File: src/mdc_consts.svh
// How it works
// - Source and destination addresses are byte addresses.
// - Both masters are as wide as widest slave.
// - Burst count equals length over bytes per beat.
// - Two-deep FIFO; writes follow FIFO data only.
// - Both masters obey slave stalls and early ends.
// - Memory addresses advance one transfer width per access.
// - Fixed-address bits force zero increment, highest priority.
// - Increment follows size: 1, 2, 4, 8, 16.
// - Fixed mode holds the peripheral address all transaction.
// - Length register width is a 1..32 build parameter.
// - Default length width covers full slave span.
// - Build option enables bursts; burst count is cut to MDC_BURST_W bits, not capped.
// - Build option picks flip-flop or memory FIFO.
// - Each transfer width can be built in or out.
// - One control port, two master ports, nothing else.
// - End on byte count or enabled end-of-packet.
// - Interrupt at end only when enabled.
// - Go bit starts the transaction after setup.
`ifndef MDC_CONSTS_SVH
`define MDC_CONSTS_SVH

// ----------------------------------------------------------------
// Widths
// ----------------------------------------------------------------
`define MDC_DATA_W    128
`define MDC_BE_W      16
`define MDC_LANE_W    4
`define MDC_ADDR_W    32
`define MDC_LEN_W     32
`define MDC_FIFO_D    2
`define MDC_BURST_W   11
`define MDC_MAX_BURST 1024

// ----------------------------------------------------------------
// Build options and reset values
// ----------------------------------------------------------------
`define MDC_SIZES_ALL   5'h1f
`define MDC_BURST_ON    1'b0
`define MDC_FIFO_MEM    1'b0
`define MDC_ADDR_RST    32'h0000_0000
`define MDC_LEN_RST     32'h0000_0000
`define MDC_INCR_ZERO   5'h00

`endif

File: src/mdc_pkg.sv
package mdc_pkg;
  // Transfer width, encoded as log2 of bytes per transfer
  typedef enum logic [2:0] {
    MDC_BYTE,
    MDC_HALF,
    MDC_WORD,
    MDC_DWORD,
    MDC_QWORD
  } mdc_size_t;

  typedef enum logic [0:0] {
    MDC_IDLE,
    MDC_RUN
  } mdc_state_t;
endpackage

File: src/mdc_dma.sv
`timescale 1ns/1ps
`include "mdc_consts.svh"
// Memory-mapped DMA engine: read master, FIFO, write master
module mdc_dma #(
  parameter bit       BURST_EN = `MDC_BURST_ON,
  parameter bit [4:0] SIZE_EN  = `MDC_SIZES_ALL,
  parameter bit       FIFO_MEM = `MDC_FIFO_MEM
) (
  input  wire logic                   clk,
  input  wire logic                   nrst,
  // Control
  input  wire logic                   go,
  input  wire logic [`MDC_ADDR_W-1:0] read_start_addr,
  input  wire logic [`MDC_ADDR_W-1:0] write_start_addr,
  input  wire logic [`MDC_LEN_W-1:0]  length_bytes,
  input  wire mdc_pkg::mdc_size_t     size_sel,
  input  wire logic                   fixed_read_address_bit,
  input  wire logic                   fixed_write_address_bit,
  input  wire logic                   irq_enable,
  input  wire logic                   read_eop_enable,
  input  wire logic                   write_eop_enable,
  // Status
  output      logic                   busy,
  output      logic                   done,
  output      logic                   ended_by_eop,
  output      logic [`MDC_LEN_W-1:0]  length_left,
  output      logic                   irq,
  // Read master
  output      logic [`MDC_ADDR_W-1:0] rd_address,
  output      logic                   rd_read,
  input  wire logic [`MDC_DATA_W-1:0] rd_readdata,
  input  wire logic                   rd_waitrequest,
  input  wire logic                   rd_readyfordata,
  input  wire logic                   rd_endofpacket,
  output      logic [`MDC_BURST_W-1:0] rd_burstcount,
  // Write master
  output      logic [`MDC_ADDR_W-1:0] wr_address,
  output      logic                   wr_write,
  output      logic [`MDC_DATA_W-1:0] wr_writedata,
  output      logic [`MDC_BE_W-1:0]   wr_byteenable,
  input  wire logic                   wr_waitrequest,
  input  wire logic                   wr_readyfordata,
  input  wire logic                   wr_endofpacket,
  output      logic [`MDC_BURST_W-1:0] wr_burstcount
);
  mdc_pkg::mdc_state_t    state_reg;
  mdc_pkg::mdc_state_t    state_next;
  logic [2:0]             size_reg;
  logic                   rfix_reg;
  logic                   wfix_reg;
  logic                   irq_en_reg;
  logic                   reop_en_reg;
  logic                   weop_en_reg;
  logic [`MDC_LEN_W-1:0]  rd_left_reg;
  logic [`MDC_LEN_W-1:0]  wr_left_reg;
  logic [`MDC_LEN_W-1:0]  len_reg;
  logic                   rd_stop_reg;
  logic                   done_reg;
  logic                   eop_reg;
  logic                   irq_reg;
  logic                   start;
  logic                   size_ok;
  logic                   rd_take;
  logic                   wr_take;
  logic                   finish;
  logic                   fin_count;
  logic                   fin_reop;
  logic                   fin_weop;
  logic                   fifo_in_ready;
  logic                   fifo_out_valid;
  logic [`MDC_DATA_W-1:0] fifo_out_data;
  logic [`MDC_DATA_W-1:0] rd_lane0;
  logic [`MDC_LEN_W-1:0]  step_bytes;
  logic [`MDC_BE_W-1:0]   be_base;
  logic [6:0]             rd_shift;
  logic [6:0]             wr_shift;

  // ----------------------------------------------------------------
  // Start and size decode
  // ----------------------------------------------------------------
  // A width built out is refused at go, so it needs no lane logic
  assign size_ok = SIZE_EN[size_sel];
  assign start   = go && (state_reg == mdc_pkg::MDC_IDLE) && size_ok;
  assign step_bytes = `MDC_LEN_W'(1) << size_reg;
  // One enable bit per byte of the beat, built in 17 bits so a quadword fits
  assign be_base    = `MDC_BE_W'((17'h0_0001 << (5'h01 << size_reg)) - 17'h0_0001);

  // ----------------------------------------------------------------
  // Address generators
  // ----------------------------------------------------------------
  mdc_addr_step u_rd_addr (
    .clk        (clk),
    .nrst       (nrst),
    .load       (start),
    .start_addr (read_start_addr),
    .advance    (rd_take),
    .fixed      (rfix_reg),
    .size_log2  (size_reg),
    .addr       (rd_address)
  );

  mdc_addr_step u_wr_addr (
    .clk        (clk),
    .nrst       (nrst),
    .load       (start),
    .start_addr (write_start_addr),
    .advance    (wr_take),
    .fixed      (wfix_reg),
    .size_log2  (size_reg),
    .addr       (wr_address)
  );

  // ----------------------------------------------------------------
  // Read master
  // ----------------------------------------------------------------
  // Reads only while the FIFO has space, so a push is never refused
  assign rd_read = (state_reg == mdc_pkg::MDC_RUN) && !rd_stop_reg &&
                   (rd_left_reg != '0) && fifo_in_ready && rd_readyfordata;
  assign rd_take = rd_read && !rd_waitrequest;
  // Byte lanes of the source address are moved down to lane zero
  assign rd_shift = {rd_address[`MDC_LANE_W-1:0], 3'h0};
  assign rd_lane0 = rd_readdata >> rd_shift;

  mdc_fifo #(
    .USE_MEM (FIFO_MEM)
  ) u_fifo (
    .clk       (clk),
    .nrst      (nrst),
    .flush     (start),
    .in_valid  (rd_take),
    .in_ready  (fifo_in_ready),
    .in_data   (rd_lane0),
    .out_valid (fifo_out_valid),
    .out_ready (wr_take),
    .out_data  (fifo_out_data)
  );

  // ----------------------------------------------------------------
  // Write master
  // ----------------------------------------------------------------
  // Driven by FIFO data alone, whatever the read master is doing
  assign wr_write = (state_reg == mdc_pkg::MDC_RUN) && fifo_out_valid &&
                    (wr_left_reg != '0) && wr_readyfordata;
  assign wr_take  = wr_write && !wr_waitrequest;
  assign wr_shift = {wr_address[`MDC_LANE_W-1:0], 3'h0};
  assign wr_writedata  = fifo_out_data << wr_shift;
  assign wr_byteenable = be_base << wr_address[`MDC_LANE_W-1:0];

  // Burst counts in beats; tied to one when bursts are built out
  assign rd_burstcount = BURST_EN ? `MDC_BURST_W'(len_reg >> size_reg) :
                                    `MDC_BURST_W'(1);
  assign wr_burstcount = rd_burstcount;

  // ----------------------------------------------------------------
  // Termination
  // ----------------------------------------------------------------
  assign fin_count = wr_take && (wr_left_reg <= step_bytes);
  assign fin_weop  = wr_take && weop_en_reg && wr_endofpacket;
  // A source end lets the already fetched data drain out first
  assign fin_reop  = rd_stop_reg && !fifo_out_valid;
  assign finish    = (state_reg == mdc_pkg::MDC_RUN) &&
                     (fin_count || fin_weop || fin_reop || (wr_left_reg == '0));

  always_comb begin
    state_next = state_reg;
    case (state_reg)
      mdc_pkg::MDC_IDLE: begin
        if (start) begin
          state_next = mdc_pkg::MDC_RUN;
        end
      end
      mdc_pkg::MDC_RUN: begin
        if (finish) begin
          state_next = mdc_pkg::MDC_IDLE;
        end
      end
      default: begin
        state_next = mdc_pkg::MDC_IDLE;
      end
    endcase
  end

  // Configuration captured at go so mid-run changes do no harm
  always_ff @(posedge clk or negedge nrst) begin
    if (!nrst) begin
      size_reg    <= 3'h0;
      rfix_reg    <= 1'b0;
      wfix_reg    <= 1'b0;
      irq_en_reg  <= 1'b0;
      reop_en_reg <= 1'b0;
      weop_en_reg <= 1'b0;
      len_reg     <= `MDC_LEN_RST;
    end else if (start) begin
      size_reg    <= size_sel;
      rfix_reg    <= fixed_read_address_bit;
      wfix_reg    <= fixed_write_address_bit;
      irq_en_reg  <= irq_enable;
      reop_en_reg <= read_eop_enable;
      weop_en_reg <= write_eop_enable;
      len_reg     <= length_bytes;
    end
  end

  // Byte counters for each master
  always_ff @(posedge clk or negedge nrst) begin
    if (!nrst) begin
      state_reg   <= mdc_pkg::MDC_IDLE;
      rd_left_reg <= `MDC_LEN_RST;
      wr_left_reg <= `MDC_LEN_RST;
      rd_stop_reg <= 1'b0;
    end else begin
      state_reg <= state_next;
      if (start) begin
        rd_left_reg <= length_bytes;
        wr_left_reg <= length_bytes;
        rd_stop_reg <= 1'b0;
      end else begin
        if (rd_take) begin
          rd_left_reg <= (rd_left_reg > step_bytes) ? rd_left_reg - step_bytes : '0;
        end
        if (wr_take) begin
          wr_left_reg <= (wr_left_reg > step_bytes) ? wr_left_reg - step_bytes : '0;
        end
        if (rd_take && reop_en_reg && rd_endofpacket) begin
          rd_stop_reg <= 1'b1;
        end
      end
    end
  end

  // Status flags; a new go clears them, completion sets done and loads eop and irq
  always_ff @(posedge clk or negedge nrst) begin
    if (!nrst) begin
      done_reg <= 1'b0;
      eop_reg  <= 1'b0;
      irq_reg  <= 1'b0;
    end else if (finish) begin
      done_reg <= 1'b1;
      eop_reg  <= (fin_weop || fin_reop) && !fin_count;
      irq_reg  <= irq_en_reg;
    end else if (start) begin
      done_reg <= 1'b0;
      eop_reg  <= 1'b0;
      irq_reg  <= 1'b0;
    end
  end

  assign busy         = (state_reg == mdc_pkg::MDC_RUN);
  assign done         = done_reg;
  assign ended_by_eop = eop_reg;
  assign length_left  = wr_left_reg;
  assign irq          = irq_reg;

  // ----------------------------------------------------------------
  // Checks
  // ----------------------------------------------------------------
  AST_FIFO_WRITE: assert property (@(posedge clk) disable iff (!nrst)
    (busy && fifo_out_valid && wr_left_reg != '0 && wr_readyfordata) |-> wr_write)
    else $error("write held back with data in fifo");
  AST_RD_STALL: assert property (@(posedge clk) disable iff (!nrst)
    (rd_read && rd_waitrequest) |=> $stable(rd_address))
    else $error("read address moved under stall");
  AST_WR_STALL: assert property (@(posedge clk) disable iff (!nrst)
    (wr_write && wr_waitrequest) |=> $stable(wr_address) && $stable(wr_writedata))
    else $error("write changed under stall");
  AST_NOT_READY: assert property (@(posedge clk) disable iff (!nrst)
    !rd_readyfordata |-> !rd_read)
    else $error("read while slave not ready");
  AST_COUNT_END: assert property (@(posedge clk) disable iff (!nrst)
    fin_count |=> !busy ##0 done)
    else $error("byte count end missed");
  AST_IRQ_GATE: assert property (@(posedge clk) disable iff (!nrst)
    (finish && !irq_en_reg) |=> !irq)
    else $error("irq raised while disabled");
  AST_IRQ_SET: assert property (@(posedge clk) disable iff (!nrst)
    (finish && irq_en_reg) |=> irq [*2] or (irq ##1 !irq))
    else $error("irq not raised at end");
  AST_GO_START: assert property (@(posedge clk) disable iff (!nrst)
    start |=> busy && rd_address == $past(read_start_addr) && !done)
    else $error("go did not start transfer");
  AST_BURST: assert property (@(posedge clk) disable iff (!nrst)
    (BURST_EN && busy) |-> rd_burstcount == `MDC_BURST_W'(len_reg >> size_reg))
    else $error("burst count wrong");
  AST_IDLE_QUIET: assert property (@(posedge clk) disable iff (!nrst)
    !busy |-> !rd_read && !wr_write)
    else $error("master active while idle");
endmodule

File: src/mdc_addr_step.sv
`timescale 1ns/1ps
`include "mdc_consts.svh"
// Address counter for one master: loads a byte address, then steps
module mdc_addr_step (
  input  wire logic                   clk,
  input  wire logic                   nrst,
  input  wire logic                   load,
  input  wire logic [`MDC_ADDR_W-1:0] start_addr,
  input  wire logic                   advance,
  input  wire logic                   fixed,
  input  wire logic [2:0]             size_log2,
  output      logic [`MDC_ADDR_W-1:0] addr
);
  logic [`MDC_ADDR_W-1:0] addr_reg;
  logic [`MDC_ADDR_W-1:0] addr_next;
  logic [4:0]             incr;

  // ----------------------------------------------------------------
  // Increment select
  // ----------------------------------------------------------------
  // Fixed bit wins over size so a peripheral register is never walked
  assign incr = fixed ? `MDC_INCR_ZERO : 5'(5'h01 << size_log2);
  assign addr_next = load ? start_addr :
                     (advance ? addr_reg + `MDC_ADDR_W'(incr) : addr_reg);
  assign addr = addr_reg;

  always_ff @(posedge clk or negedge nrst) begin
    if (!nrst) begin
      addr_reg <= `MDC_ADDR_RST;
    end else begin
      addr_reg <= addr_next;
    end
  end

  AST_FIXED_HOLD: assert property (@(posedge clk) disable iff (!nrst)
    (fixed && !load) |=> $stable(addr_reg))
    else $error("fixed address moved");
  AST_STEP: assert property (@(posedge clk) disable iff (!nrst)
    (advance && !load && !fixed) |=>
      addr_reg == $past(addr_reg) + (`MDC_ADDR_W'(1) << $past(size_log2)))
    else $error("address step wrong");
endmodule

File: src/mdc_fifo.sv
`timescale 1ns/1ps
`include "mdc_consts.svh"
// Shallow FIFO between the read and write masters
module mdc_fifo #(
  parameter bit USE_MEM = `MDC_FIFO_MEM
) (
  input  wire logic                   clk,
  input  wire logic                   nrst,
  input  wire logic                   flush,
  input  wire logic                   in_valid,
  output      logic                   in_ready,
  input  wire logic [`MDC_DATA_W-1:0] in_data,
  output      logic                   out_valid,
  input  wire logic                   out_ready,
  output      logic [`MDC_DATA_W-1:0] out_data
);
  logic [0:0] wp_reg;
  logic [0:0] rp_reg;
  logic [1:0] cnt_reg;
  logic       push;
  logic       pop;

  assign in_ready  = (cnt_reg != 2'(`MDC_FIFO_D));
  assign out_valid = (cnt_reg != 2'h0);
  assign push      = in_valid && in_ready;
  assign pop       = out_valid && out_ready;

  // ----------------------------------------------------------------
  // Storage
  // ----------------------------------------------------------------
  generate
    if (USE_MEM) begin : g_mem
      // Array left for block-memory mapping; same read timing kept
      logic [`MDC_DATA_W-1:0] ram [`MDC_FIFO_D];
      always_ff @(posedge clk) begin
        if (push) begin
          ram[wp_reg] <= in_data;
        end
      end
      assign out_data = ram[rp_reg];
    end else begin : g_reg
      // One flop per stored bit; costly at 128 bits but no memory
      logic [`MDC_DATA_W-1:0] regs [`MDC_FIFO_D];
      always_ff @(posedge clk or negedge nrst) begin
        if (!nrst) begin
          regs[0] <= '0;
          regs[1] <= '0;
        end else if (push) begin
          regs[wp_reg] <= in_data;
        end
      end
      assign out_data = regs[rp_reg];
    end
  endgenerate

  // Pointers; flush empties the FIFO before each new transaction
  always_ff @(posedge clk or negedge nrst) begin
    if (!nrst) begin
      wp_reg  <= 1'b0;
      rp_reg  <= 1'b0;
      cnt_reg <= 2'h0;
    end else if (flush) begin
      wp_reg  <= 1'b0;
      rp_reg  <= 1'b0;
      cnt_reg <= 2'h0;
    end else begin
      wp_reg  <= wp_reg + 1'(push);
      rp_reg  <= rp_reg + 1'(pop);
      cnt_reg <= cnt_reg + 2'(push) - 2'(pop);
    end
  end

  AST_FLUSH_EMPTY: assert property (@(posedge clk) disable iff (!nrst)
    flush |=> !out_valid)
    else $error("fifo not empty after flush");
endmodule

File: config.mk
export PLATFORM = sky130hd
export DESIGN_NAME = mdc_dma
export DESIGN_NICKNAME = d
export VERILOG_FILES = /design/src/mdc_pkg.sv /design/src/mdc_dma.sv /design/src/mdc_addr_step.sv /design/src/mdc_fifo.sv
export VERILOG_INCLUDE_DIRS = /design/src
export SDC_FILE = /design/constraint.sdc
export NUM_CORES = 2
export LEC_CHECK = 0
export ABC_CLOCK_PERIOD_IN_PS = 7800
export BUFFER_PORTS_ARGS = -buffer_cell sky130_fd_sc_hd__buf_2
export CORE_AREA = 2 2 226 228
export CTS_CLUSTER_DIAMETER = 80
export DETAILED_ROUTE_END_ITERATION = 10
export DIE_AREA = 0 0 228 230
export GPL_TIMING_DRIVEN = 0
export PLACE_DENSITY = 0.95
export SLEW_MARGIN = 20
export SYNTH_ARGS = -nofsm -noshare
export SYNTH_HDL_FRONTEND = slang
export SYNTH_SLANG_ARGS = --single-unit
File: constraint.sdc
create_clock -name clk -period 7.8 [get_ports clk]
set_input_delay 0.39 -clock clk [delete_from_list [all_inputs] [get_ports clk]]
set_output_delay 0.39 -clock clk [all_outputs]
set_load 0.02 [all_outputs]
==> impl.org <==
** Clocking
- Number of buffers on the longest clock path :: 3
- Latest clock arrival within the worst-skew pair :: around 0.62 ns
- TritonCTS clock tree :: built
- Library cell used as clock root buffer :: clkbuf_16
- Counting the buffers created by CTS gives 43.
- Number of H-tree levels :: 2
- The tree built by TritonCTS fans out to around 400 sinks.
- Postcts setup bufs :: 0
- Clock-pin slew on the worst setup and hold paths :: 0.06 ns

** Worst setup path
- Critical register-to-register path endpoint :: u_fifo.g_reg.regs[178]
- Type of the setup path with the least slack :: reg -> out
- Worst path arrival time :: ~5.3 ns
- In this run the worst path has a maximum fanout of 10.
- Crit. End Element :: primary output
- In this run the critical register-to-register path is launched from busy.
- The worst setup path is launched from a register.
- Measured in cells, the most critical reg-to-reg path has a length of 10.
- R2R setup slack :: roughly 3.0 ns
- Critical Path RT :: ~7.4 ns

** Synth
- Dominant combinational cell family by area after synthesis :: multiplexers
- Of the total synthesized cell area, the portion taken by AND, OR, NAND and NOR gates is 0.173.
- For this run, the leading register cell type out of synthesis is dfrtp_1.
- Register bit count reported by yosys :: roughly 400
- Cell area after technology mapping :: around 30,000 sq um
- Share of synthesized flip-flops with an asynchronous set or reset :: 1.00
- Synthesized-area fraction occupied by ao, oa, aoi and oai cells :: 0.152
- Yosys mapped the design onto 75 distinct sky130hd cell types.
- The Yosys step of the flow raised 0 warnings.
- Yosys mapped a number of flops with a built-in enable equal to 0.
- Of the post-synthesis cell area, the part taken by muxes is 0.246.
- Of the total synthesized cell area, the portion taken by full adders, half adders and majority gates is 0.0157.
- Count of mapped cells out of synthesis :: approximately 3,300
- The share of the Yosys chip area taken by registers is 0.338.
- Post-synthesis area per instance :: approximately 9 sq um
- Fraction of synthesized cell area in xor and xnor cells :: 0.0250

** Detailed routing
- The routed layout has 32,500 vias.
- Number of iterations in the first detailed-routing pass :: 9
- Wire length per cell after detailed routing :: about 30 microns
- Number of DRC violations after detailed routing :: 0
- Final wirelength :: approximately 140 mm
- Antenna Violating Nets Remaining :: 0
- Dividing the detail-routed via count by the number of cells gives 7.08.
- Number of DRC markers after the initial detailed-route iteration :: about 5,400

** Timing
- Worst clock skew :: approximately 0.04 ns
- The worst pin sits at a relative slew slack of 0.154.
- Setup repair after global routing missed its margin :: false
- Final WS setup :: between 2 and 2.5 ns
- Min cycle time layout :: roughly 5.7 ns
- Final cycle utilization of the critical path :: 0.727
- Setup violations remaining at the end of the flow were counted as 0.
- Hold Violations, Final :: 2
- For the pin with the worst max-slew slack, the measured transition is about 1.2 ns.
- Highest achievable clock rate :: between 0.15 and 0.2 GHz
- Fin Hold WS :: -0.00726 ns
- Pins over their slew limit :: 0

** Final layout
- Ranked by flip-flop count, first place goes to u_fifo.g_reg.regs.
- The register with the most flip-flops in the layout has ~260 of them.
- The area growth from synthesis to layout is 16.7%.
- For this run, the post-layout net count is 4,169.
- In the final layout, the share of cells above drive strength 1 is 0.248.

** Global routing
- Initial antenna violation count :: 12
- Entering global routing, the biggest net connects 77 pins.
- In the global route stage, overall resource usage came out at 0.519.
- The first global-routing pass estimated around 200 mm of wire.
- The number of global-route vias before repair is 31,400.
- Global route total overflow :: 0

** Die
- The region available for standard cell placement spans roughly 50,000 sq um.
- For this configuration, the core starts out at a cell density of 0.596.
- In this run the vertical extent of the chip is ~230 microns.
- DIE WIDTH :: between 200 and 250 microns
- Standard-cell rows :: 82
- For this design the top-level I/O count stands at a little over 500.
- Floorplan die area :: around 52,000 sq um

** Run status
- The flow ran to the end, but the final reports show violations.
- The checks that failed: negative hold slack.

** Flow run
- Across the run, the number of max-cap violations was 0.

** Place
- IO buf count :: a little under 500
- Worst-case setup slack after placement :: 3.46 ns
- Routability-driven placement finished with a final weighted congestion of between 1 and 1.5.
- HPWL Detailed :: 107 mm

** Worst hold path
- The min-delay analysis places its worst path in the category in -> reg.
- Start point of the worst min-delay path :: write_eop_enable
- For hold timing, the worst endpoint is weop_en_reg.
- WHS Path Cells :: 3
metal layers:
metal	share of wire	global-route usage	vias to the layer above	wire (microns)
li1	-	-	13000	-
met1	0.33	0.611	15200	46200
met2	0.42	0.758	3352	58200
met3	0.15	0.198	995	21000
met4	0.10	0.417	8	14300
met5	0.00071	0	-	99
cell usage in the layout (no fill, tap or decap), types with 49 or more instances in the layout:
cell and instances:
nor2_1 370, mux2i_1 231, xnor2_1 49, buf_2 507, a21oi_1 295, nor2b_1 82, dfrtp_1 401, mux4_2 120
nand2_1 411, clkbuf_1 183, a211oi_1 65, inv_1 73, mux2_2 204, buf_1 52, o21ai_0 203, nand3_1 71
synthesized netlist by cell type, drive strengths merged, types with 3 or more instances:
cell,n,area (sq um)
a211oi,65,488
a21boi,3,22.5
a21o,11,82.6
a21oi,295,1480
a221o,3,30.0
a22oi,11,110
a31oi,24,150
and2,32,200
and3,20,125
and4,4,35.0
buf,108,576
clkbuf,177,664
dfrtp,401,10000
fa,4,80.1
ha,31,388
inv,74,278
mux2,204,2300
mux2i,231,2310
mux4,120,2700
nand2,412,1550
nand2b,20,125
nand3,71,355
nand3b,11,82.6
nand4,11,83.8
nor2,372,1410
nor2b,82,513
nor3,35,180
nor4,31,221
nor4b,3,56.3
o2111ai,3,32.5
o211ai,21,158
o21a,24,180
o21ai,227,1170
o21bai,3,22.5
o221ai,4,41.3
o22a,26,228
o22ai,20,125
o311ai,4,35.0
o32ai,10,87.6
or2,6,37.5
or3,11,68.8
or4,5,45.0
xnor2,49,429
xor2,36,315
worst max-delay path by stage:
stage | startpoint | endpoint | slack (ns)
2_1_floorplan | size_reg[0] | rd_left_reg[28] | 4.35
3_3_place_gp | nrst | u_fifo.g_reg.regs[37] | -1.25
3_5_place_dp | busy | u_fifo.g_reg.regs[48] | 3.46
4_1_cts | u_fifo.rp_reg | wr_writedata[119] | 3.06
5_1_grt | u_fifo.rp_reg | wr_writedata[119] | 2.21
6_report | u_fifo.rp_reg | wr_writedata[119] | 2.13
per-stage QoR:
step	utilization	instance area (sq um)	cells	hold WS (ns)	TNS, ns
finish	0.696	34700	4600	-0.00726	0
detailed placement	0.666	33200	4513	0.326	0
floorplan	-	29800	3350	0.0944	0
CTS	0.695	34700	4592	0.00116	0
global placement	0.663	33100	4508	0.458	-460.88
global route	0.695	34700	4596	0.0165	0
cells by family (layout without fill, tap and decap cells):
logic type	Yosys count	in the layout
XOR/XNOR	85	85
adder cells (fa/ha/maj)	35	35
multiplexers	555	555
buffers and inverters	360	930
AO/OA/AOI/OAI	761	761
AND/OR/NAND/NOR	1131	1131
flip-flops	401	401
other	2	30
worst max-delay path, stage by stage (launching register included):
cell and delay (ns):
dfrtp_1 0.34, buf_2 0.17, buf_2 0.40, buf_2 0.52, buf_1 0.83, mux2i_1 0.99
a21oi_1 0.22, a211oi_1 0.45, a31oi_1 0.09, nor2_1 0.41, a21oi_1 0.08, buf_2 0.18
layout make-up:
cell class	instances	area (sq um)
multi-input combinational	2589	18200
fill	3695	15200
sequential	401	10000
timing repair buffer	498	2650
buffer	285	1240
clock buffer	58	1220
tap	672	841
inverter	75	282
clock inverter	14	148
antenna	8	20.0
what timing repair did:
item	in CTS	in global routing
endpoints found under the setup margin	0	0
gates resized for setup	0	0
endpoints found under the hold margin	57	0
hold buffers	7	0
Power is not shown: default switching activity piles up to over one toggle a cycle in this logic, so the estimate is an artifact.
